**src/include/gdss_pkg.sv**
```systemverilog
// constants for the pin direction and source select block
package gdss_pkg;
    localparam int          NUM_PINS        = 32;
    localparam int          HALF_PINS       = 16;
    localparam logic [11:0] PIN_CFG_LOW_OFS  = 12'h31c;
    localparam logic [11:0] PIN_CFG_HIGH_OFS = 12'h320;
    localparam logic [11:0] DEBOUNCE_OFS     = 12'h324;
    localparam logic [11:0] IN_DATA_LOW_OFS  = 12'h328;
    localparam logic [11:0] IN_DATA_HIGH_OFS = 12'h32c;
    localparam logic [11:0] OUT_DATA_LOW_OFS = 12'h330;
    localparam logic [11:0] OUT_DATA_HIGH_OFS = 12'h334;
    localparam logic [31:0] PIN_CFG_RESET    = 32'h0000_0000;
    localparam logic [31:0] DEBOUNCE_RESET   = 32'h0000_0000;
    localparam logic [31:0] OUT_DATA_RESET   = 32'h0000_0000;
    localparam logic [2:0]  OWNER_PORT       = 3'h0;
    localparam int          CLK_PERIOD_NS    = 100;
    localparam int          DEB_TIME_NS      = 1600;
    localparam int          DEB_CYCLES       = (DEB_TIME_NS + CLK_PERIOD_NS - 1) / CLK_PERIOD_NS;
    localparam int          DEB_CNT_W        = 5;
    localparam logic [DEB_CNT_W-1:0] DEB_LIMIT = DEB_CNT_W'(DEB_CYCLES);
endpackage

```
**src/include/gdss_deb_if.sv**
```systemverilog
// carrier between the register core and the per-pin input filter
`timescale 1ns/1ns
`default_nettype none
interface gdss_deb_if;
    logic [31:0] raw;
    logic [31:0] enable;
    logic [31:0] clean;
    modport ctrl (output raw, output enable, input clean);
    modport filt (input raw, input enable, output clean);
endinterface
`default_nettype wire

```
**src/rtl/gdss_debounce.sv**
```systemverilog
// per-pin input filter: level must hold a fixed time before it passes
`timescale 1ns/1ns
`default_nettype none
module gdss_debounce (
    input  wire logic   clk,
    input  wire logic   reset_n,
    gdss_deb_if.filt    deb
);
    genvar i;
    generate
        for (i = 0; i < gdss_pkg::NUM_PINS; i++) begin : g_pin
            logic [gdss_pkg::DEB_CNT_W-1:0] cnt_r;
            logic                           clean_r;
            wire  logic                     differs = deb.raw[i] != clean_r;
            wire  logic                     settled = cnt_r == gdss_pkg::DEB_LIMIT - 1'b1;
            // debounce gate
            always_ff @(posedge clk) begin
                if (!reset_n) begin
                    cnt_r   <= '0;
                    clean_r <= 1'b0;
                end else if (!deb.enable[i]) begin
                    cnt_r   <= '0;
                    clean_r <= deb.raw[i];
                end else if (!differs) begin
                    cnt_r   <= '0;
                end else if (settled) begin
                    cnt_r   <= '0;
                    clean_r <= deb.raw[i];
                end else begin
                    cnt_r   <= cnt_r + 1'b1;
                end
            end
            assign deb.clean[i] = clean_r;
        end
    endgenerate
endmodule
`default_nettype wire

```
**src/rtl/gdss_top.sv**
```systemverilog
// pin direction, source select, data and debounce registers of port 0
`timescale 1ns/1ns
`default_nettype none
module gdss_top (
    input  wire logic        clk,
    input  wire logic        reset_n,
    input  wire logic        cfg_wr,
    input  wire logic        cfg_rd,
    input  wire logic [2:0]  cfg_port,
    input  wire logic [11:0] cfg_addr,
    input  wire logic [3:0]  cfg_be,
    input  wire logic [31:0] cfg_wdata,
    output var  logic [31:0] cfg_rdata,
    output var  logic        cfg_rvalid,
    input  wire logic [31:0] pin_in,
    output var  logic [31:0] pin_out,
    output var  logic [31:0] pin_oe,
    output var  logic        host_irq
);
    function automatic logic [31:0] be_merge(input logic [31:0] old_v,
                                             input logic [31:0] new_v,
                                             input logic [3:0]  be);
        logic [31:0] res;
        res = old_v;
        for (int b = 0; b < 4; b++) begin
            if (be[b]) begin
                res[8*b +: 8] = new_v[8*b +: 8];
            end
        end
        return res;
    endfunction

    logic [31:0] cfg_low_r;
    logic [31:0] cfg_high_r;
    logic [31:0] deb_en_r;
    logic [31:0] out_low_r;
    logic [31:0] out_high_r;

    // only the first port owns these words
    wire logic mine    = cfg_port == gdss_pkg::OWNER_PORT;
    wire logic wr_ok   = cfg_wr && mine;
    wire logic rd_ok   = cfg_rd && mine;
    wire logic hit_cl  = cfg_addr == gdss_pkg::PIN_CFG_LOW_OFS;
    wire logic hit_ch  = cfg_addr == gdss_pkg::PIN_CFG_HIGH_OFS;
    wire logic hit_db  = cfg_addr == gdss_pkg::DEBOUNCE_OFS;
    wire logic hit_il  = cfg_addr == gdss_pkg::IN_DATA_LOW_OFS;
    wire logic hit_ih  = cfg_addr == gdss_pkg::IN_DATA_HIGH_OFS;
    wire logic hit_ol  = cfg_addr == gdss_pkg::OUT_DATA_LOW_OFS;
    wire logic hit_oh  = cfg_addr == gdss_pkg::OUT_DATA_HIGH_OFS;

    // per-pin fields pulled out of the two config words and the two data words
    logic [31:0] sel_w;
    logic [31:0] dir_w;
    logic [31:0] out_w;
    genvar n;
    generate
        for (n = 0; n < gdss_pkg::HALF_PINS; n++) begin : g_field
            assign sel_w[n] = cfg_low_r[2*n];
            assign dir_w[n] = cfg_low_r[2*n+1];
            assign sel_w[n+16] = cfg_high_r[2*n];
            assign dir_w[n+16] = cfg_high_r[2*n+1];
            assign out_w[n] = out_low_r[n];
            assign out_w[n+16] = out_high_r[n];
        end
    endgenerate

    gdss_deb_if deb ();
    assign deb.raw    = pin_in;
    assign deb.enable = deb_en_r & ~dir_w;

    gdss_debounce u_deb (
        .clk     (clk),
        .reset_n (reset_n),
        .deb     (deb.filt)
    );

    wire logic [31:0] in_view  = deb.clean & ~dir_w;
    wire logic        irq_nxt  = |(deb.clean & ~dir_w & sel_w);
    // reserved select drives low rather than stale data
    wire logic [31:0] out_nxt  = out_w & ~sel_w;
    wire logic [31:0] oe_nxt   = dir_w;

    logic [31:0] rdata_nxt;
    always_comb begin
        rdata_nxt = 32'h0000_0000;
        if (hit_cl) begin
            rdata_nxt = cfg_low_r;
        end else if (hit_ch) begin
            rdata_nxt = cfg_high_r;
        end else if (hit_db) begin
            rdata_nxt = deb_en_r;
        end else if (hit_il) begin
            // inputs of either select land in the data word
            rdata_nxt = {16'h0000, in_view[15:0]};
        end else if (hit_ih) begin
            rdata_nxt = {16'h0000, in_view[31:16]};
        end else if (hit_ol) begin
            rdata_nxt = {16'h0000, out_low_r[15:0]};
        end else if (hit_oh) begin
            rdata_nxt = {16'h0000, out_high_r[15:0]};
        end
    end

    always_ff @(posedge clk) begin
        if (!reset_n) begin
            cfg_low_r  <= gdss_pkg::PIN_CFG_RESET;
            cfg_high_r <= gdss_pkg::PIN_CFG_RESET;
            deb_en_r   <= gdss_pkg::DEBOUNCE_RESET;
            out_low_r  <= gdss_pkg::OUT_DATA_RESET;
            out_high_r <= gdss_pkg::OUT_DATA_RESET;
        end else if (wr_ok) begin
            if (hit_cl) cfg_low_r  <= be_merge(cfg_low_r, cfg_wdata, cfg_be);
            if (hit_ch) cfg_high_r <= be_merge(cfg_high_r, cfg_wdata, cfg_be);
            if (hit_db) deb_en_r   <= be_merge(deb_en_r, cfg_wdata, cfg_be);
            // data words hold 16 pins; upper half stays zero
            if (hit_ol) out_low_r  <= be_merge(out_low_r, cfg_wdata, cfg_be) & 32'h0000_ffff;
            if (hit_oh) out_high_r <= be_merge(out_high_r, cfg_wdata, cfg_be) & 32'h0000_ffff;
        end
    end

    // reads from other ports answer zero
    always_ff @(posedge clk) begin
        if (!reset_n) begin
            cfg_rdata  <= 32'h0000_0000;
            cfg_rvalid <= 1'b0;
        end else begin
            cfg_rvalid <= cfg_rd;
            cfg_rdata  <= rd_ok ? rdata_nxt : 32'h0000_0000;
        end
    end

    always_ff @(posedge clk) begin
        if (!reset_n) begin
            pin_out  <= 32'h0000_0000;
            pin_oe   <= 32'h0000_0000;
            host_irq <= 1'b0;
        end else begin
            pin_out  <= out_nxt;
            pin_oe   <= oe_nxt;
            host_irq <= irq_nxt;
        end
    end
endmodule
`default_nettype wire

```
**config.mk**
```make
export PLATFORM = sky130hd
export DESIGN_NAME = gdss_top
export DESIGN_NICKNAME = d
export VERILOG_FILES = /design/src/include/gdss_pkg.sv /design/src/include/gdss_deb_if.sv /design/src/rtl/gdss_debounce.sv /design/src/rtl/gdss_top.sv
export SDC_FILE = /design/constraint.sdc
export NUM_CORES = 1
export LEC_CHECK = 0
export BUFFER_PORTS_ARGS = -buffer_cell sky130_fd_sc_hd__buf_4
export CELL_PAD_IN_SITES_DETAIL_PLACEMENT = 0
export CELL_PAD_IN_SITES_GLOBAL_PLACEMENT = 1
export CORE_ASPECT_RATIO = 0.7
export CORE_UTILIZATION = 45
export CTS_CLUSTER_DIAMETER = 80
export DETAILED_ROUTE_END_ITERATION = 8
export HOLD_SLACK_MARGIN = 0.08
export PLACE_DENSITY = 0.79
export SLEW_MARGIN = 20
export SYNTH_ARGS = -nofsm -noshare
export SYNTH_HDL_FRONTEND = slang
export SYNTH_SLANG_ARGS = --single-unit
```
**constraint.sdc**
```tcl
create_clock -name clk -period 1.99 [get_ports clk]
set_input_delay 0.0995 -clock clk [delete_from_list [all_inputs] [get_ports clk]]
set_output_delay 0.0995 -clock clk [all_outputs]
set_load 0.01 [all_outputs]
```
==> results.yml <==
timing:
  min_period_over_period_pct: 90.6
  slew_viol_final: 0
  tightest_slew_ns: 0.707
  clock_skew_ns: 0.0256
  rsz0062_at_grt: "false"
  maxSlewHeadroom_pct: 51.7
  setup_viol: 0
  max_freq_mhz: 555
  setup_tns_ns: 0
  period_minus_slack_ns: 1.80
  hold_viol: 0
  hold_ws_ns: 0.121
  fin_ws_ns: 0.187
global_routing:
  antenna_found_initial: 3
  grtUsageTotal_pct: 26.7
  overflow: 0
  grt_pass1_wl_mm: 82.4
  grt_max_degree: 103
  grt_pass1_vias: 14100
synthesis:
  synth_top_cell_area_share_pct: 47.8
  syn_avg_cell_area_um2: 9.33
  async_flop_share_pct: 0
  ys_warn_count: 0
  synthSimpleGateAreaFrac_pct: 21.4
  synth_mux_area_share_pct: 3.68
  yosysSeqAreaShare_pct: 47.8
  yosysTopAreaCell: "dfxtp_1"
  yosys.area_share.xor_xnor_pct: 4.81
  syn-cell-area_mm2: 0.0175
  synth-seq-cells: 418
  synth_top_family_by_area: "simple AND/OR/NAND/NOR gates"
  netlist_instances: 1874
  synth_edf_count: 0
  ys.flop_type: "dfxtp_1"
  synth_compound_area_share_pct: 13.4
  synthDistinctLibCells: 57
  synthTopCellsByArea: "dfxtp_1, nand3_1, ha_1"
  synthesis.nets: 2025
  yosys.area_share.adder_pct: 4.58
worst_setup_path:
  cp.required_ns: 2.49
  crit_arrival_ns: 2.30
  start_kind: "input port"
  worst_setup_path_end_kind: "register"
  critPathKind: "in2reg"
  worstPathMaxFanout: 32
clocking:
  cts_root_buf: "clkbuf_16"
  cts_inserted_buffers: 42
  clock_latency_ns: 0.56
  cts_tree: "built"
  numClockSinks: 418
  htreeDepth: 2
  clock_path_buffers: 3
  clk_pin_slew_ns: 0.06
  cts_setup_buffers: 0
cells_and_area:
  layout_common_cells: "dfxtp_1, buf_4, nand3_1, nor2_1, o21ai_0"
  layout-drive-gt1-share_pct: 15.5
  multi_input_area_mm2: 0.00841
  utilization_pct: 56.8
  final_nets: 2282
  final_area_mm2: 0.0218
  area_growth_pct: 24.7
  n_fill_cell: 3424
  regArea_mm2: 0.00837
  final_common_cell: "dfxtp_1"
floorplan:
  dieArea_mm2: 0.0397
  initial_core_util_pct: 45.6
  die_w_um: 238
  num_rows: 60
  design.core.area_mm2: 0.0384
  die_height_um: 167
  ios: 185
power_and_ir_drop:
  ir_drop_uv: 669
  intPower_w: 0.0132
  power.share.sequential_pct: 49.7
  p_leak_nw: 8.21
  swShare_pct: 22.2
  pwr-share-comb_pct: 4.6
  power_density_mw_per_mm2: 780
  switchingPower_w: 0.00378
  clockPowerShare_pct: 45.7
placed_design:
  preCtsSetupSlack_ns: 0.117
  hpwlAfterDp_mm: 37.7
  placed_area_mm2: 0.0198
  io_buffers: 184
  gp_congestion: 0.900
detailed_routing:
  drt_pass1_iterations: 5
  vias: 14900
  wl_per_cell_um: 20.0
  totalWireLength_mm: 53.8
  drc: 0
  drtIter0Drc: 1373
  viasPerCell: 5.54
  ant_nets: 0
status:
  outcome: "finished, final reports clean"
hold_path:
  worst_hold_path_type: "in2reg"
job:
  cap_violations: 0
## through the flow
step           cells  power, W
2_1_floorplan   1874   0.00892
3_3_place_gp    2542   0.00928
3_5_place_dp    2542   0.00929
4_1_cts         2685    0.0171
5_1_grt         2685    0.0175
6_report        2686    0.0170
## kinds of logic after synthesis
group,after synthesis
simple gates,688
flops,418
compound gates,359
buf+inv,185
xor+xnor,96
mux,64
fa+ha+maj,64
## registers in the layout, summed over array words and instances, names as in the netlist
name / cells
pin_out: 32
u_deb.g_pin.clean_r: 32
pin_oe: 32
cfg_rvalid: 1
deb_en_r: 32
out_high_r: 16
cfg_high_r: 32
cfg_low_r: 32
host_irq: 1
u_deb.g_pin.cnt_r: 160
cfg_rdata: 32
out_low_r: 16
## area by class of cell
class | instances | share of cell area, %
antenna | 1 | 0.0115
tap | 527 | 3.02
clock buffer | 62 | 5.72
timing repair buffer | 325 | 12.7
sequential | 418 | 38.4
clock inverter | 9 | 0.390
inverter | 73 | 1.26
multi-input combinational | 1271 | 38.6
## power groups by stage
stage	clock network [W]	registers [W]	logic, W
after global routing	0.00825	0.00845	0.000824
after CTS	0.00788	0.00845	0.000767
after detailed placement	0	0.00864	0.000647
final	0.00778	0.00845	0.000778
after global placement	0	0.00864	0.000642
after floorplan	0	0.00862	0.000300
## per-layer routing
layer  GRT usage (%)  vias up  share of wire (%)
met5               0        -                  0
li1                -     7059                  -
met3            5.37       77                7.6
met1            37.3     7190                 46
met2            41.7      544                 45
met4            7.49        0                2.3
## Yosys cell counts, drive strengths merged (32+ instances only)
| library cell | number |
|---|---|
| dfxtp | 418 |
| nor3b | 33 |
| clkbuf | 77 |
| and3 | 39 |
| inv | 73 |
| nand3 | 194 |
| nor2b | 33 |
| nand2 | 45 |
| nor2 | 187 |
| ha | 64 |
| a21boi | 113 |
| buf | 35 |
| mux2i | 61 |
| xor2 | 64 |
| xnor2 | 32 |
| o21ai | 129 |
| and2 | 37 |
## worst max-delay path, stage by stage
cell and delay, ns:
dlygate4sd3_1 0.55, buf_6 0.14, and2_1 0.15, nor4b_2 0.31
buf_12 0.26, o21ai_0 0.12, dlygate4sd3_1 0.57, nor2_1 0.08
## final timing paths
check	from	endpoint	slack, ns	cells after the start
setup / recovery	reset_n	cfg_rdata[16]$_SDFF_PN0_	0.19	8
hold / removal	cfg_addr[2]	cfg_rdata[10]$_SDFF_PN0_	0.12	5
setup reg to reg	u_deb.g_pin[18].cnt_r[0]$_SDFF_PP0_	u_deb.g_pin[18].cnt_r[4]$_SDFF_PP0_	0.26	6
hold reg to reg	u_deb.g_pin[7].cnt_r[0]$_SDFF_PP0_	u_deb.g_pin[7].cnt_r[0]$_SDFF_PP0_	0.45	1
## repair_timing
item                      in CTS  in global routing
resized for setup              0                  0
hold endpoints to repair     344                  0
hold buffers                  72                  0
Power figures use the tool's default switching activity.
